$ cat config.mk
export PLATFORM = sky130hd
export DESIGN_NAME = lrd_diag
export DESIGN_NICKNAME = d
export VERILOG_FILES = /design/src/pkg/lrd_pkg.sv /design/src/hw/lrd_diag.sv
export VERILOG_INCLUDE_DIRS = /design/src /design/src/pkg
export SDC_FILE = /design/constraint.sdc
export NUM_CORES = 1
export LEC_CHECK = 0
export BUFFER_PORTS_ARGS = -buffer_cell sky130_fd_sc_hd__buf_2
export CAP_MARGIN = 25
export CORE_MARGIN = 3
export CORE_UTILIZATION = 50
export DETAILED_ROUTE_END_ITERATION = 8
export PLACE_DENSITY = 0.71
export SKIP_CTS_REPAIR_TIMING = 1
export SYNTH_ARGS = -nofsm -noshare
export SYNTH_HDL_FRONTEND = slang
export SYNTH_SLANG_ARGS = --single-unit
export TNS_END_PERCENT = 20
$ cat constraint.sdc
create_clock -name core_clk -period 12.4 [get_ports core_clk]
set_input_delay 1.24 -clock core_clk [delete_from_list [all_inputs] [get_ports core_clk]]
set_output_delay 1.24 -clock core_clk [all_outputs]
set_load 0.05 [all_outputs]
$ cat src/pkg/lrd_regs.svh
// Purpose: register offsets, field positions, reset values and limits of the diagnostics block
// Assumes: 32-bit register port, byte offsets
// Notes: definitions only
`ifndef LRD_REGS_SVH
`define LRD_REGS_SVH

// ****************************************************************
// register byte offsets
// ****************************************************************
`define LRD_OFF_COND       8'h00
`define LRD_OFF_HWFAULT    8'h04
`define LRD_OFF_CFG        8'h08
`define LRD_OFF_THRESH     8'h0C
`define LRD_OFF_PRESET     8'h10
`define LRD_OFF_POSITION   8'h14
`define LRD_OFF_SPEED      8'h18
`define LRD_OFF_IRQ_STAT   8'h1C
`define LRD_OFF_IRQ_MASK   8'h20
`define LRD_OFF_ZERO_OFS   8'h24
`define LRD_OFF_CTRL       8'h28

// ****************************************************************
// condition flag positions
// ****************************************************************
`define LRD_BIT_INTENSITY  0
`define LRD_BIT_TEMP       1
`define LRD_BIT_HARDWARE   2
`define LRD_BIT_LASER_OFF  3
`define LRD_BIT_CLEAN      4
`define LRD_BIT_OVERSPEED  5
`define LRD_BIT_PLAUS      6
`define LRD_COND_W         7
`define LRD_HW_W           4

// ****************************************************************
// configuration field positions
// ****************************************************************
`define LRD_CFG_FAILFN_LSB 0
`define LRD_CFG_FAILFN_MSB 2
`define LRD_CFG_LEVEL_LOW  3
`define LRD_CFG_MANQUIT    4
`define LRD_CFG_ERRVAL_LSB 5
`define LRD_CFG_ERRVAL_MSB 6
`define LRD_CFG_DYN_LSB    7
`define LRD_CFG_DYN_MSB    8
`define LRD_CFG_UNIT_1MM   9
`define LRD_CFG_SIGNED     10
`define LRD_CFG_KEEP_OFS   11
`define LRD_CFG_ACK_FALL   12
`define LRD_CFG_W          13
`define LRD_CFG_RESET      13'h0000
`define LRD_CTRL_LASER_OFF 0

// ****************************************************************
// thresholds and limits
// ****************************************************************
`define LRD_INT_ERR_PCT    7'h08
`define LRD_INT_WARN_PCT   7'h0C
`define LRD_TEMP_MIN_C     8'sh00
`define LRD_TEMP_MAX_C     8'sh32
`define LRD_THRESH_MAX     8'hC8
`define LRD_THRESH_RESET   8'h00
`define LRD_MMS_PER_STEP   16'h0064
`define LRD_ERR_ONES       24'hFFFFFF
`define LRD_ZERO24         24'h000000
`define LRD_DIV10          16'h000A

`endif

$ cat src/pkg/lrd_pkg.sv
// Purpose: types shared by the diagnostics block
// Assumes: nothing
// Notes: constants live in lrd_regs.svh
package lrd_pkg;
  typedef enum logic [2:0] {
    LRD_FN_DISABLED, LRD_FN_TEMP, LRD_FN_INTENSITY, LRD_FN_HARDWARE,
    LRD_FN_EVERY, LRD_FN_SPEED, LRD_FN_PLAUS, LRD_FN_POSITION
  } lrd_failfn_e;
  typedef enum logic [1:0] {
    LRD_EV_ZEROS, LRD_EV_ONES, LRD_EV_LAST, LRD_EV_RSVD
  } lrd_errval_e;
  typedef enum logic [1:0] {
    LRD_DYN_AUTO, LRD_DYN_R1, LRD_DYN_R2, LRD_DYN_R3
  } lrd_dyn_e;
  typedef struct packed {
    logic [12:0] cfg;
    logic [7:0] thresh;
    logic [23:0] zero_ofs;
    logic [23:0] last_valid;
    logic [23:0] pos_out;
    logic [15:0] speed_out;
    logic [6:0] latched;
    logic [6:0] cond;
    logic [3:0] hw;
    logic [6:0] irq_stat;
    logic [6:0] irq_mask;
    logic laser_off_cmd;
    logic [2:0] ack_sync;
    logic [31:0] rdata;
    logic fail_out;
    logic [1:0] dyn_range;
  } lrd_state_s;
endpackage

$ cat src/hw/lrd_diag.sv
// Purpose: condition flags, fault detail, speed supervision, zero-point adjust
// Assumes: measurement inputs arrive on core_clk, ack pin is asynchronous
// Notes: one register port, read data one cycle after the read strobe
//
// Overview of operation
// low intensity or beam cut sets bit0
// temperature outside 0..50 C sets bit1
// hardware fault sets bit2, forces error value
// laser emitter switched off sets bit3
// intensity under 12 percent sets bit4
// speed above threshold sets bit5
// implausible measurement sets bit6
// four-bit hardware fault detail vector
// threshold 0 disables, 1..200 in 0.1 m/s
// switching output on overspeed only when selected
// smoothing range automatic or three fixed
// speed unit 1 or 10 mm/s
// speed unsigned magnitude or signed
// offset clearing outputs raw, refuses adjust
// written target position yields zero-point correction
// error reports optionally latched until acknowledged
// manual mode clears only on input ack edge
// error substitute zeros, ones or last valid
// unused bits zero, flags follow conditions
//
// The strobed register port and the address map are this design's own decisions.
`timescale 1ns/1ps
`include "lrd_regs.svh"

module lrd_diag (
  // clock and reset
  input wire logic core_clk,
  input wire logic reset_n,
  // register port
  input wire logic [7:0] reg_addr,
  input wire logic [31:0] reg_wdata,
  input wire logic reg_wr,
  input wire logic reg_rd,
  output logic [31:0] reg_rdata,
  // measurement inputs
  input wire logic [6:0] intensity_pct,
  input wire logic beam_interrupted,
  input wire logic signed [7:0] temp_c,
  input wire logic [3:0] hw_fault_in,
  input wire logic laser_off_by_input,
  input wire logic plaus_fail,
  input wire logic [23:0] raw_position,
  input wire logic signed [15:0] speed_mms,
  input wire logic pos_switch_hit,
  // switching input used as error acknowledge
  input wire logic ack_pin,
  // outputs
  output logic [23:0] position_out,
  output logic [15:0] speed_out,
  output logic [1:0] dyn_range,
  output logic laser_emitter_off,
  output logic fail_out,
  output logic irq
);
  import lrd_pkg::*;

  lrd_state_s q;
  lrd_state_s d;

  // ****************************************************************
  // helpers
  // ****************************************************************
  function automatic logic is_addr(input logic [7:0] a, input logic [7:0] off);
    is_addr = (a == off);
  endfunction

  logic [6:0] live;
  logic [6:0] shown;
  logic err_sub;
  logic ack_edge;
  logic [15:0] speed_abs;
  logic [15:0] limit_mms;
  logic [23:0] adj_pos;
  logic [15:0] scaled;
  lrd_failfn_e fn;
  lrd_errval_e ev;
  lrd_dyn_e dyn;
  logic fail_raw;

  // ****************************************************************
  // combinational next state
  // ****************************************************************
  always_comb begin
    d = q;
    fn = lrd_failfn_e'(q.cfg[`LRD_CFG_FAILFN_MSB:`LRD_CFG_FAILFN_LSB]);
    ev = lrd_errval_e'(q.cfg[`LRD_CFG_ERRVAL_MSB:`LRD_CFG_ERRVAL_LSB]);
    dyn = lrd_dyn_e'(q.cfg[`LRD_CFG_DYN_MSB:`LRD_CFG_DYN_LSB]);
    speed_abs = speed_mms[15] ? 16'(-speed_mms) : speed_mms;
    limit_mms = 16'(q.thresh * `LRD_MMS_PER_STEP);

    live = 7'h00;
    live[`LRD_BIT_INTENSITY] = (intensity_pct < `LRD_INT_ERR_PCT) || beam_interrupted;
    live[`LRD_BIT_TEMP] = (temp_c < `LRD_TEMP_MIN_C) || (temp_c > `LRD_TEMP_MAX_C);
    live[`LRD_BIT_HARDWARE] = |hw_fault_in;
    live[`LRD_BIT_LASER_OFF] = laser_off_by_input || q.laser_off_cmd;
    live[`LRD_BIT_CLEAN] = intensity_pct < `LRD_INT_WARN_PCT;
    live[`LRD_BIT_OVERSPEED] = (q.thresh != `LRD_THRESH_RESET) && (speed_abs > limit_mms);
    live[`LRD_BIT_PLAUS] = plaus_fail;

    // acknowledge edge from synchronised switching input
    d.ack_sync = {q.ack_sync[1:0], ack_pin};
    ack_edge = q.cfg[`LRD_CFG_ACK_FALL] ? (q.ack_sync[2] & ~q.ack_sync[1])
                                        : (~q.ack_sync[2] & q.ack_sync[1]);

    // manual quit keeps reports until acknowledged; a new event beats the ack
    if (q.cfg[`LRD_CFG_MANQUIT]) begin
      d.latched = (ack_edge ? 7'h00 : q.latched) | live;
    end else begin
      d.latched = 7'h00;
    end
    shown = q.cfg[`LRD_CFG_MANQUIT] ? (q.latched | live) : live;
    d.cond = shown;
    d.hw = q.cfg[`LRD_CFG_MANQUIT] ? (q.hw | hw_fault_in) : hw_fault_in;
    if (q.cfg[`LRD_CFG_MANQUIT] && ack_edge) begin
      d.hw = hw_fault_in;
    end

    // position with zero-point correction and error substitution
    adj_pos = q.cfg[`LRD_CFG_KEEP_OFS] ? 24'(raw_position + q.zero_ofs) : raw_position;
    err_sub = live[`LRD_BIT_INTENSITY] || live[`LRD_BIT_HARDWARE];
    if (err_sub) begin
      unique case (ev)
        LRD_EV_ONES: d.pos_out = `LRD_ERR_ONES;
        LRD_EV_LAST: d.pos_out = q.last_valid;
        default: d.pos_out = `LRD_ZERO24;
      endcase
    end else begin
      d.pos_out = adj_pos;
      d.last_valid = adj_pos;
    end
    if (!q.cfg[`LRD_CFG_KEEP_OFS]) begin
      d.zero_ofs = `LRD_ZERO24;
    end

    // speed formatting
    scaled = q.cfg[`LRD_CFG_UNIT_1MM] ? speed_abs : 16'(speed_abs / `LRD_DIV10);
    if (q.cfg[`LRD_CFG_SIGNED] && speed_mms[15]) begin
      d.speed_out = 16'(-scaled);
    end else begin
      d.speed_out = scaled;
    end

    // smoothing range: auto picks longer constant at low speed
    if (dyn == LRD_DYN_AUTO) begin
      if (speed_abs < limit_mms[15:0] || speed_abs < `LRD_MMS_PER_STEP) begin
        d.dyn_range = 2'(LRD_DYN_R3);
      end else if (speed_abs < 16'(`LRD_MMS_PER_STEP * `LRD_DIV10)) begin
        d.dyn_range = 2'(LRD_DYN_R2);
      end else begin
        d.dyn_range = 2'(LRD_DYN_R1);
      end
    end else begin
      d.dyn_range = 2'(dyn);
    end

    // switching output function
    unique case (fn)
      LRD_FN_TEMP: fail_raw = shown[`LRD_BIT_TEMP];
      LRD_FN_INTENSITY: fail_raw = shown[`LRD_BIT_INTENSITY];
      LRD_FN_HARDWARE: fail_raw = shown[`LRD_BIT_HARDWARE];
      LRD_FN_EVERY: fail_raw = shown[`LRD_BIT_INTENSITY] | shown[`LRD_BIT_TEMP] | shown[`LRD_BIT_HARDWARE];
      LRD_FN_SPEED: fail_raw = shown[`LRD_BIT_OVERSPEED];
      LRD_FN_PLAUS: fail_raw = shown[`LRD_BIT_PLAUS];
      LRD_FN_POSITION: fail_raw = pos_switch_hit;
      default: fail_raw = 1'b0;
    endcase
    d.fail_out = fail_raw ^ q.cfg[`LRD_CFG_LEVEL_LOW];

    // interrupt status: set wins over write-one-to-clear
    d.irq_stat = q.irq_stat;
    if (reg_wr && is_addr(reg_addr, `LRD_OFF_IRQ_STAT)) begin
      d.irq_stat = q.irq_stat & ~reg_wdata[6:0];
    end
    d.irq_stat = d.irq_stat | (live & ~q.cond);

    // register writes
    if (reg_wr) begin
      if (is_addr(reg_addr, `LRD_OFF_CFG)) begin
        d.cfg = reg_wdata[`LRD_CFG_W-1:0];
      end
      if (is_addr(reg_addr, `LRD_OFF_THRESH) && (reg_wdata[7:0] <= `LRD_THRESH_MAX)) begin
        d.thresh = reg_wdata[7:0];
      end
      if (is_addr(reg_addr, `LRD_OFF_PRESET) && q.cfg[`LRD_CFG_KEEP_OFS]) begin
        d.zero_ofs = 24'(reg_wdata[23:0] - raw_position);
      end
      if (is_addr(reg_addr, `LRD_OFF_IRQ_MASK)) begin
        d.irq_mask = reg_wdata[6:0];
      end
      if (is_addr(reg_addr, `LRD_OFF_CTRL)) begin
        d.laser_off_cmd = reg_wdata[`LRD_CTRL_LASER_OFF];
      end
    end

    // register reads, one cycle latency, unmapped reads zero
    d.rdata = 32'h00000000;
    if (reg_rd) begin
      unique case (reg_addr)
        `LRD_OFF_COND: d.rdata = {25'h0000000, q.cond};
        `LRD_OFF_HWFAULT: d.rdata = {28'h0000000, q.hw};
        `LRD_OFF_CFG: d.rdata = {19'h00000, q.cfg};
        `LRD_OFF_THRESH: d.rdata = {24'h000000, q.thresh};
        `LRD_OFF_POSITION: d.rdata = {8'h00, q.pos_out};
        `LRD_OFF_SPEED: d.rdata = {16'h0000, q.speed_out};
        `LRD_OFF_IRQ_STAT: d.rdata = {25'h0000000, q.irq_stat};
        `LRD_OFF_IRQ_MASK: d.rdata = {25'h0000000, q.irq_mask};
        `LRD_OFF_ZERO_OFS: d.rdata = {8'h00, q.zero_ofs};
        `LRD_OFF_CTRL: d.rdata = {31'h00000000, q.laser_off_cmd};
        default: d.rdata = 32'h00000000;
      endcase
    end
  end

  // ****************************************************************
  // state register
  // ****************************************************************
  always_ff @(posedge core_clk) begin
    if (!reset_n) begin
      q <= '0;
      q.cfg <= `LRD_CFG_RESET;
      q.thresh <= `LRD_THRESH_RESET;
      q.ack_sync <= 3'h0;
    end else begin
      q <= d;
    end
  end

  // ****************************************************************
  // outputs
  // ****************************************************************
  assign reg_rdata = q.rdata;
  assign position_out = q.pos_out;
  assign speed_out = q.speed_out;
  assign dyn_range = q.dyn_range;
  assign laser_emitter_off = q.laser_off_cmd;
  assign fail_out = q.fail_out;
  assign irq = |(q.irq_stat & q.irq_mask);
endmodule

# Yosys cells after proc, flatten, opt, wreduce, memory -nomap -nowiden
# Index checks and enable logic that the tools add are counted.
# classes
add_sub_neg,4
bitwise_logic,16
div_mod_pow,1
multipliers,1
n_mux,20
magnitude_cmp,9
eq_ne,19
n_reduce_logical,22
# op_table
op,n
one-hot mux 24 bit (10 select lines),1
2-to-1 mux 24 bit,5
2-to-1 mux 16 bit,3
one-hot mux 24 bit (2 select lines),1
"equality test 8 x 5 -> 1 bit, second input constant",4
negator 16 bit,2
adder 24 bit,1
"equality test 8 x 6 -> 1 bit, second input constant",3
subtractor 24 bit,1
bitwise AND 7 bit,3
2-to-1 mux 7 bit,3
bitwise OR 7 bit,3
"divider 16 x 4 -> 16 bit, second input constant",1
"equality test 8 x 4 -> 1 bit, second input constant",2
> comparator 16 x 15 -> 1 bit,1
"less-than comparator 16 x 10 -> 1 bit, second input constant",1
less-than comparator 16 x 15 -> 1 bit,1
"less-than comparator 16 x 7 -> 1 bit, second input constant",1
"less-than comparator 7 x 4 -> 1 bit, second input constant",2
NOT 7 bit,2
"multiplier 8 x 5 -> 13 bit, second input constant",1
"equality test 3 bit, second input constant",4
AND reduction 2 bit,6
"equality test 8 x 3 -> 1 bit, second input constant",1
23 further kinds,39
# totals
reg_bits,180
elab_cells,108

# Logic depth before layout (Yosys ltp)
# Gate-level depths: netlist of run 1.
# logic_depth
depth_word,10
mapped_depth,29
ltp_nobuf,25

# Worst setup path before layout of run 1
# OpenSTA, ideal clock, no wires.
# synth_path
path_type,input to register
start,input speed_mms[9]
end,"register q, in the netlist speed_out[12]"
cell_stages,25
required_ns,12.272
t_arrival_ns,6.664
path_buffers,3
setup_slack_ns,5.608
cell_sequence,clkbuf_1 > or3_4 > nor4_1 > mux2_2 > a2111oi_1 > a211oi_2 > and2_4 > a31o_2 > a311o_1 > a221o_1 > or2_4 > a21oi_2 > nor2_2 > mux2i_1 > a221o_1 > buf_2 > or3_1 > a221o_1 > nand3_1 > inv_1 > ha_1 > clkbuf_1 > a41oi_1 > xor2_1 > nor2_1
# synth_between
elab_chain_len,6
# synth_rtl
element,line,text
start: declaration,lrd_diag.sv:48,"input wire logic signed [15:0] speed_mms,"
negator 16 bit,lrd_diag.sv:93,speed_abs = speed_mms[15] ? 16'(-speed_mms) : speed_mms;
2-to-1 mux 16 bit *,lrd_diag.sv:93,
divider 16 x 4 -> 16 bit (no source line),-,
2-to-1 mux 16 bit *,lrd_diag.sv:141,scaled = q.cfg[`LRD_CFG_UNIT_1MM] ? speed_abs : 16'(speed_abs / `LRD_DIV10);
negator 16 bit,lrd_diag.sv:143,d.speed_out = 16'(-scaled);
2-to-1 mux 16 bit *,lrd_diag.sv:142,if (q.cfg[`LRD_CFG_SIGNED] && speed_mms[15]) begin
end: declaration,lrd_diag.sv:62,lrd_state_s q;
# Every way passes the cells marked *; elsewhere a longest branch is shown, timed or not.
# A chain may end at the register's enable or synchronous reset.

# Worst setup path in the final report of run 1
# layout_path
start,input speed_mms[12]
end,"register q, in the netlist speed_out[14]"
# The elaborated chain is that of the path after synthesis.

==> impl_metrics.ini, run 1 <==
[clock_tree]
cts_made_buffers = 17
cts-root-buf = clkbuf_16
clkLatencyLatePin_ns = 0.45
cts_num_sinks = 172
path_clk_slew_ns = 0.08
cts_max_level = 4
cts_buffer_depth = 2
cts_tree = built

[timing]
fin_tns_setup_ns = 0
tightest_slew_ns = 1.05
period_share = 0.640
max_clock_freq_mhz = 126
layout_setup_ws_ns = 4.46
min_period_ns = 7.94
finalMaxSlewViolations = 0
finalHoldViolCount = 0
slew-limit-headroom = 0.300
setup_viol = 0
rsz0062_at_grt = false
skew_ns = 0.0159

[critical_path]
required_ns = 12.74
start_kind = input pin
crit_chain = buf_2 > or4_1 > or3_1 > nor3_1 > nor3_1 > a221o_1 > o21ai_1 > o2bb2ai_1 > nor2_1 > a221o_1 > nor2_1 > o31a_1 > nand4_1 > o21ai_1 > a221o_1 > or3_1 > a221o_1 > nand3_1 > inv_1 > ha_1 > a41oi_1 > o21ai_0 > a21oi_1
critPathCaptureType = flip-flop
crit_type = in -> reg
slowest_stage = nor3_1
crit_path_max_fanout = 12
worst_path_largest_cell_delay_ns = 0.72
cp_common_cell = a221o_1
critical_path_arrival_ns = 8.28

[logic_synthesis]
async_reset_ff_frac = 0
synth-simple-area-share = 0.216
synthXorXnorAreaFrac = 0.0363
avgSynthCellArea_um2 = 7.52
synth_top_family_by_area = compound AO/OA/AOI/OAI gates
ys.flop_type = dfxtp_1
syn_area_um2 = 13200
synth_fa_ha_area_frac = 0.0967
synthDistinctLibCells = 100
yosys_register_bits = 172
yosys.area.top_type_share = 0.261
muxShareOfSynthArea = 0.0292
synth_edf_count = 0
yosysSeqAreaShare = 0.261
yosysWarnings = 0
yosysTopAreaCell = dfxtp_1
ys_top_cells_by_area = dfxtp_1 (26%), ha_1 (8.9%), nor2_1 (6.8%), a21oi_1 (6.4%), buf_4 (4.4%)
synth_compound_area_frac = 0.262
synthCells = 1755

[finish]
mostFrequentLayoutCells = nor2_1 (238), dfxtp_1 (171), a21oi_1 (169), buf_2 (166), nand2_1 (142)
drive_gt1_frac = 0.149
n_fill_cell = 2433
syn_to_final_growth_pct = 8.67
final_common_cell = nor2_1
final_nets = 2018

[hold_path]
min_path_type = reg -> reg

[global_route]
overflow = 0
grt_max_degree = 78
antenna_found_initial = 1
grt_pass1_vias = 12300
grt_pass1_wl_um = 64600
gr-usage-all-layers = 0.278

[detailed_routing]
dr.pass1.iters = 9
top_layer_used = met4
wl_met2_um = 18200
drc = 2
via_count = 13400
detail_route.vias_per_cell = 6.21
met1_length_um = 17800
drt-initial-drc-count = 1549
wl_um = 41400
antenna_left = 0
met3_length_um = 4130
wire_per_inst_um = 19.2

[die]
initial_core_util = 0.517
fp.dieArea_um2 = 28400
die_h_um = 168
dieWidth_um = 168
io_pins = 185
row_count = 58
core_um2 = 25500

[outcome]
status = finished, violations left
violations = DRC

[power]
powerDensity_nw_per_um2 = 119
p_leak_uw = 0.00591
finalPower_uw = 1710
peakVddDrop_mv = 0.0923

[place]
portBuffers = 166
hpwl_um = 30500
place_congestion = 0.926
pre_cts_ws_ns = 4.21

[job]
drv_cap = 0
[worst paths after layout]
| path | from | end | slack [ns] | depth (start not counted) |
|---|---|---|---|---|
| worst max-delay path | speed_mms[12] | speed_out[14] | 4.46 | 23 |
| worst min-delay path | d[36] | d[37] | 0.45 | 1 |
| worst max register to register | q[162] | fail_out | 7.19 | 23 |
| worst min register to register | d[36] | d[37] | 0.45 | 1 |
[stage by stage]
| stage | util | hold slack, ns | cells | cell area (um2) |
|---|---|---|---|---|
| 4_1_cts | 0.561 | 0.442 | 2153 | 14300 |
| 3_3_place_gp | 0.537 | 0.423 | 2119 | 13700 |
| 5_1_grt | 0.561 | 0.472 | 2155 | 14300 |
| 3_5_place_dp | 0.538 | 0.421 | 2121 | 13700 |
| 2_1_floorplan | - | 0.412 | 1762 | 13200 |
| 6_report | 0.561 | 0.449 | 2155 | 14300 |
[cell type report]
class	instances	area (um2)	share of cell area
antenna	1	2.50	0.000175
multi-input combinational	1323	8490	0.592
inverter	111	419	0.0292
tap	330	413	0.0288
sequential	172	3440	0.240
clock inverter	14	146	0.0102
timing repair buffer	186	985	0.0687
clock buffer	18	439	0.0306
[cell families (layout without fill, tap and decap cells)]
group                      after synthesis  after routing
AOI/OAI and AO/OA                      507            507
xor gates and xnor gates                53             53
adders and majority gates               99             99
buffers and inverters                  267            329
DFF                                    172            172
muxes                                   37             37
other                                    1              9
and+or+nand+nor                        619            619
[synth_stat cells, types with 32 or more instances]
master and instances:
a22oi_1 41, nand2_1 142, dfxtp_1 172, buf_4 77, nand3_1 60, xnor2_1 32
a21oi_1 169, inv_1 109, nor2_1 240, clkbuf_1 69, ha_1 94, nor3_1 45
o21ai_0 66
[worst max-delay path, delay by kind of cell]
kind | cells | cell delay (ns)
and+or+nand+nor | 9 | 3.28
AOI/OAI and AO/OA | 11 | 3.23
adders and majority gates | 1 | 0.32
buffers and inverters | 2 | 0.20
[routing by layer]
metal | track usage | vias up
met4 | 0.0982 | 0
met3 | 0.0600 | 91
met5 | 0 | -
li1 | - | 6349
met1 | 0.379 | 6247
met2 | 0.436 | 692
[flip-flops by register name, indices dropped and copies added, names as in the netlist]
name               count
d                      2
fn                     3
speed_out             16
dyn_range              2
dyn                    2
reg_rdata             24
q                     95
fail_out               1
position_out          24
laser_emitter_off      1
ev                     2
[power breakdown]
part	total (uW)	internal (uW)	switching (uW)
logic	571	193	378
registers	592	570	22.3
clock network	544	275	268
Note: power is estimated with default switching activity, not from simulation.
==> run 2: changes to the inputs <==
ABC_AREA = 1   (was default)
clock period = 8.2 ns   (was 12.4 ns; I/O delays follow)
==> run 2 against run 1 <==
The run now ends clean. Wire length shrank 14%. Utilization is 0.45 points higher. Area after synthesis fell by 6.9%. Register-to-register slack worse by 4.0 ns. Sequential power grew 52%. Final area shrank 6.0%. Via count decreased by 11%. Sequential share of layout area grew 1.5 points. Global-route usage shrank 1.4 points. Die area down 6.6%. Synthesized cell count grew 1.9%. Cell count rose by 2.0%.
==> impl_metrics.ini, run 2 <==
[finish]
largest_reg_flops = 95
diodes = 0
regMostFlops = q
final_common_cell = nand2_1
drive_gt1_frac = 0.176
final_nets = 2074
final_cells = 2199
mostFrequentLayoutCells = nand2_1 (401), a21oi_1 (215), inv_1 (198), dfxtp_1 (172), buf_2 (166)
syn_to_final_growth_pct = 9.71
n_fill_cell = 2355

[global_route]
grt_max_degree = 82
grt_pass1_vias = 11000
antenna_found_initial = 0
gr-usage-all-layers = 0.264
overflow = 0
grt_pass1_wl_um = 56300

[job]
drv_cap = 0

[logic_synthesis]
synth-simple-area-share = 0.266
syn_area_um2 = 12300
avgSynthCellArea_um2 = 6.87
yosysSeqAreaShare = 0.280
synth_edf_count = 0
ys.flop_type = dfxtp_1
muxShareOfSynthArea = 0
synthDistinctLibCells = 61
synth_compound_area_frac = 0.183
yosysMostFrequentCell = nand2_1
synthTopCellsByCount = nand2_1 (401), a21oi_1 (215), inv_1 (199), dfxtp_1 (172), nor2_1 (109)
yosysTopAreaCell = dfxtp_1
synthCells = 1788
yosysWarnings = 0
yosys.area.top_type_share = 0.280
synth_fa_ha_area_frac = 0.104
synth_top_family_by_area = simple AND/OR/NAND/NOR gates
yosys_register_bits = 172
ys_top_cells_by_area = dfxtp_1 (28%), nand2_1 (12%), ha_1 (9.6%), a21oi_1 (8.8%), inv_1 (6.1%)
synthXorXnorAreaFrac = 0.0342
async_reset_ff_frac = 0

[clock_tree]
cts_tree = built
clkLatencyLatePin_ns = 0.44
cts_buffer_depth = 2
cts_max_level = 4
cts-root-buf = clkbuf_16
cts_made_buffers = 17
path_clk_slew_ns = 0.07
cts_num_sinks = 172

[power]
switchingPower_uw = 1410
combPwrFrac = 0.450
finalPower_uw = 3120
p_leak_uw = 0.00649
p_seq_frac = 0.288
powerDensity_nw_per_um2 = 231
clockPowerShare = 0.262
swShare = 0.452
peakVddDrop_mv = 0.172
p_int_uw = 1710

[critical_path]
r2r-end = fail_out
cp.buffers_inverters = 7
cpLargestDelayFamily = simple AND/OR/NAND/NOR gates
critical_path_arrival_ns = 7.54
crit_path_max_fanout = 6
critPathCaptureType = flip-flop
worst_path_largest_cell_delay_ns = 0.45
reg2reg_from = q[161]
rr_worst_depth = 25
slowest_stage = nor4_2
cp-startpoint = speed_mms[0]
regToRegSetupSlack_ns = 3.17
required_ns = 8.56
cp_common_cell = nand2_2
crit_type = in -> reg
start_kind = input pin

[timing]
period_share = 0.875
finalMaxSlewViolations = 0
setup_viol = 0
min_period_ns = 7.18
holdWs_ns = 0.421
slew-limit-headroom = 0.388
finalHoldViolCount = 0
rsz0062_at_grt = false
fin_tns_setup_ns = 0
tightest_slew_ns = 0.917
max_clock_freq_mhz = 139
skew_ns = 0.0150

[detailed_routing]
via_count = 11900
wl_um = 35600
antenna_left = 0
drt-initial-drc-count = 973
drc = 0
detail_route.vias_per_cell = 5.41
wire_per_inst_um = 16.2
dr.pass1.iters = 6

[hold_path]
worstHoldEndpoint = d[37]
min_path_type = reg -> reg
worstHoldStart = d[36]
min_path_cells = 2

[die]
io_pins = 185
fp.dieArea_um2 = 26500
die_h_um = 163
dieWidth_um = 163
row_count = 56
core_um2 = 23800
initial_core_util = 0.516

[outcome]
status = complete, no violations

[place]
portBuffers = 166
dp.cells = 2166
hpwl_um = 27200
place_congestion = 0.963
-- run 2: changes by cell type in the layout (fill, tap and decap cells not counted), sizes merged, moves of 31 or more --
| cell | previous run | this run |
|---|---|---|
| nor3 | 45 | 14 |
| nand3 | 61 | 96 |
| nor2 | 242 | 118 |
| a21oi | 174 | 217 |
| nand2 | 142 | 453 |
| a22oi | 41 | 0 |
| mux2i | 31 | 0 |
| inv | 120 | 228 |
-- run 2: worst register-to-register path: cells and delay by family, from the launching register on --
family | cells | cell delay (ns)
AO/OA/AOI/OAI | 10 | 1.54
XOR/XNOR | 1 | 0.15
adder cells (fa/ha/maj) | 5 | 1.66
buffers and inverters | 4 | 0.24
flip-flops | 1 | 0.42
AND/OR/NAND/NOR | 5 | 0.91
-- run 2: layout make-up --
cell class | instances | area, um2 | share of cell area
clock inverter | 15 | 168 | 0.0124
sequential | 172 | 3440 | 0.255
clock buffer | 17 | 425 | 0.0316
timing repair buffer | 178 | 945 | 0.0701
multi-input combinational | 1277 | 7260 | 0.539
tap | 319 | 399 | 0.0296
inverter | 221 | 837 | 0.0621
-- run 2: worst max path at each step --
stage / end / slack, ns / cells after the start
floorplan: speed_out[14] / 1.93 / 61
global placement: speed_out[14] / 0.85 / 62
detailed placement: speed_out[14] / 0.68 / 60
CTS: speed_out[14] / 1.09 / 62
global route: speed_out[14] / 0.16 / 60
finish: speed_out[14] / 1.02 / 62
-- run 2: cells by family after synthesis --
family,Yosys count
AO/OA/AOI/OAI,403
XOR/XNOR,48
adder cells (fa/ha/maj),99
buffers and inverters,346
flip-flops,172
other,1
AND/OR/NAND/NOR,719
-- run 2: power groups by stage --
stage,combinational (uW),sequential (uW),clock (uW)
2_1_floorplan,1150,896,0
3_3_place_gp,1340,915,0
3_5_place_dp,1380,916,0
4_1_cts,1390,896,827
5_1_grt,1560,898,860
6_report,1410,897,817
-- run 2: metal layers --
layer / GRT usage / vias up / wire length, um
met5: 0 / - / 0
met4: 0.101 / 0 / 1230
met3: 0.0465 / 75 / 2730
met2: 0.407 / 473 / 15400
met1: 0.370 / 5371 / 16200
li1: - / 5979 / -
-- run 2: through the flow --
step | setup WS [ns] | cell area [um2] | utilization
2_1_floorplan | 1.93 | 12300 | -
3_3_place_gp | 0.854 | 12800 | 0.539
3_5_place_dp | 0.679 | 12900 | 0.540
4_1_cts | 1.09 | 13500 | 0.565
5_1_grt | 0.165 | 13500 | 0.566
6_report | 1.02 | 13500 | 0.566
==> run 3: changes to the inputs <==
MAX_ROUTING_LAYER = met4   (was default)
==> run 3 against run 2 <==
Critical path depth fell by 2. Clock power rose by 2%. Register-to-register slack got worse by 0.11 ns. Count of clock-buffer cells in the layout rose by 1. Combinational power barely moved. Die area did not move. Utilization fell by 0.068 points. Wire length rose by 0.65%. Sequential power barely moved. Sequential share of layout area barely moved.
==> impl_metrics.ini, run 3 (synthesis gave the netlist of run 2 again) <==
[outcome]
status = complete, no violations

[detailed_routing]
via_count = 11900
wl_um = 35800
dr.pass1.iters = 6
antenna_left = 0
met1_length_um = 16500
top_layer_used = met4
met3_length_um = 2660
drt-initial-drc-count = 952
drc = 0
wl_met2_um = 15700
detail_route.vias_per_cell = 5.39
wire_per_inst_um = 16.3

[finish]
n_fill_cell = 2327
largest_reg_flops = 95
mostFrequentLayoutCells = nand2_1 (401), a21oi_1 (215), inv_1 (198), dfxtp_1 (172), buf_2 (166)
final_nets = 2074
regMostFlops = q
drive_gt1_frac = 0.176
final_common_cell = nand2_1
fin_area_um2 = 13500
syn_to_final_growth_pct = 9.58

[clock_tree]
cts_tree = built
cts_made_buffers = 17
clkLatencyLatePin_ns = 0.44
cts-root-buf = clkbuf_16
cts_num_sinks = 172
cts_buffer_depth = 2
path_clk_slew_ns = 0.07
cts_max_level = 4

[timing]
setup_viol = 0
layout_setup_ws_ns = 1.02
tightest_slew_ns = 0.987
min_period_ns = 7.18
rsz0062_at_grt = false
finalMaxSlewViolations = 0
skew_ns = 0.0130
period_share = 0.875
fin_tns_setup_ns = 0
finalHoldViolCount = 0
slew-limit-headroom = 0.340
max_clock_freq_mhz = 139

[power]
p_leak_uw = 0.00648
switchingPower_uw = 1370
clockPowerShare = 0.265
swShare = 0.438
p_seq_frac = 0.286
combPwrFrac = 0.449
peakVddDrop_mv = 0.181
powerDensity_nw_per_um2 = 233
p_int_uw = 1760

[die]
row_count = 56
dieWidth_um = 163
io_pins = 185
fp.dieArea_um2 = 26500
die_h_um = 163
initial_core_util = 0.516
core_um2 = 23800

[global_route]
gr-usage-all-layers = 0.271
grt_pass1_wl_um = 56100
overflow = 0
grt_pass1_vias = 10900
antenna_found_initial = 0
grt_max_degree = 83

[critical_path]
worst_path_largest_cell_delay_ns = 0.46
crit_path_max_fanout = 6
critical_path_arrival_ns = 7.54
slowest_stage = nor4_2
critPathCaptureType = flip-flop
start_kind = input pin
required_ns = 8.56
cp_common_cell = nand2_1
crit_type = in -> reg

[place]
dpl-instance-area_um2 = 12900
portBuffers = 166
place_congestion = 0.966
pre_cts_ws_ns = 0.653
hpwl_um = 27100

[job]
drv_cap = 0

[hold_path]
min_path_type = reg -> reg
==> run 3: cell count changes in the layout (fill, tap and decap cells not counted), moves of 2 or more <==
cell / before / now
bufinv_16: 0 / 2
inv_8: 6 / 1
buf_4: 10 / 12
clkinv_8: 3 / 0
clkinv_2: 0 / 2
clkinv_4: 1 / 4
==> run 3: worst paths after layout <==
| kind | start | to | slack (ns) | depth (start not counted) |
|---|---|---|---|---|
| worst max-delay path | speed_mms[0] | speed_out[14] | 1.02 | 60 |
| worst min-delay path | d[36] | d[37] | 0.43 | 2 |
| worst max register to register | q[161] | fail_out | 3.06 | 25 |
| worst min register to register | d[36] | d[37] | 0.43 | 2 |
==> run 3: final cells by class <==
type,instances,area [um2],share of cell area
well taps,319,399,0.0296
inverters,221,837,0.0622
repair buffers,178,921,0.0684
diodes,1,2.50,0.000186
clock inverters,14,159,0.0118
flip-flops and latches,172,3440,0.256
clock buffers,18,439,0.0326
multi-input cells,1277,7260,0.539
==> run 3: worst max-delay path, delay by kind of cell <==
kind                     cells  cell delay (ns)
AND/OR/NAND/NOR             47             4.92
adder cells (fa/ha/maj)      2             0.43
buffers and inverters        6             0.52
AO/OA/AOI/OAI                5             0.85
==> run 3: metrics by stage <==
| stage | util | hold slack (ns) | std cells | total power (uW) |
|---|---|---|---|---|
| 6_report | 0.565 | 0.429 | 2200 | 3140 |
| 5_1_grt | 0.565 | 0.443 | 2199 | 3340 |
| 4_1_cts | 0.565 | 0.431 | 2199 | 3120 |
| 3_5_place_dp | 0.540 | 0.403 | 2167 | 2300 |
| 3_3_place_gp | 0.540 | 0.404 | 2166 | 2260 |
| 2_1_floorplan | - | 0.390 | 1795 | 2050 |
==> run 3: per-layer routing <==
layer	up-vias	track usage
met1	5423	0.367
met4	0	0.0784
met3	56	0.0501
li1	5990	-
met2	399	0.415
met5	-	-
==> run 3: power groups by stage <==
stage	clock [uW]	combinational [uW]	sequential (uW)
6_report	831	1410	898
5_1_grt	871	1570	897
4_1_cts	837	1390	897
3_5_place_dp	0	1380	916
3_3_place_gp	0	1350	916
2_1_floorplan	0	1150	896
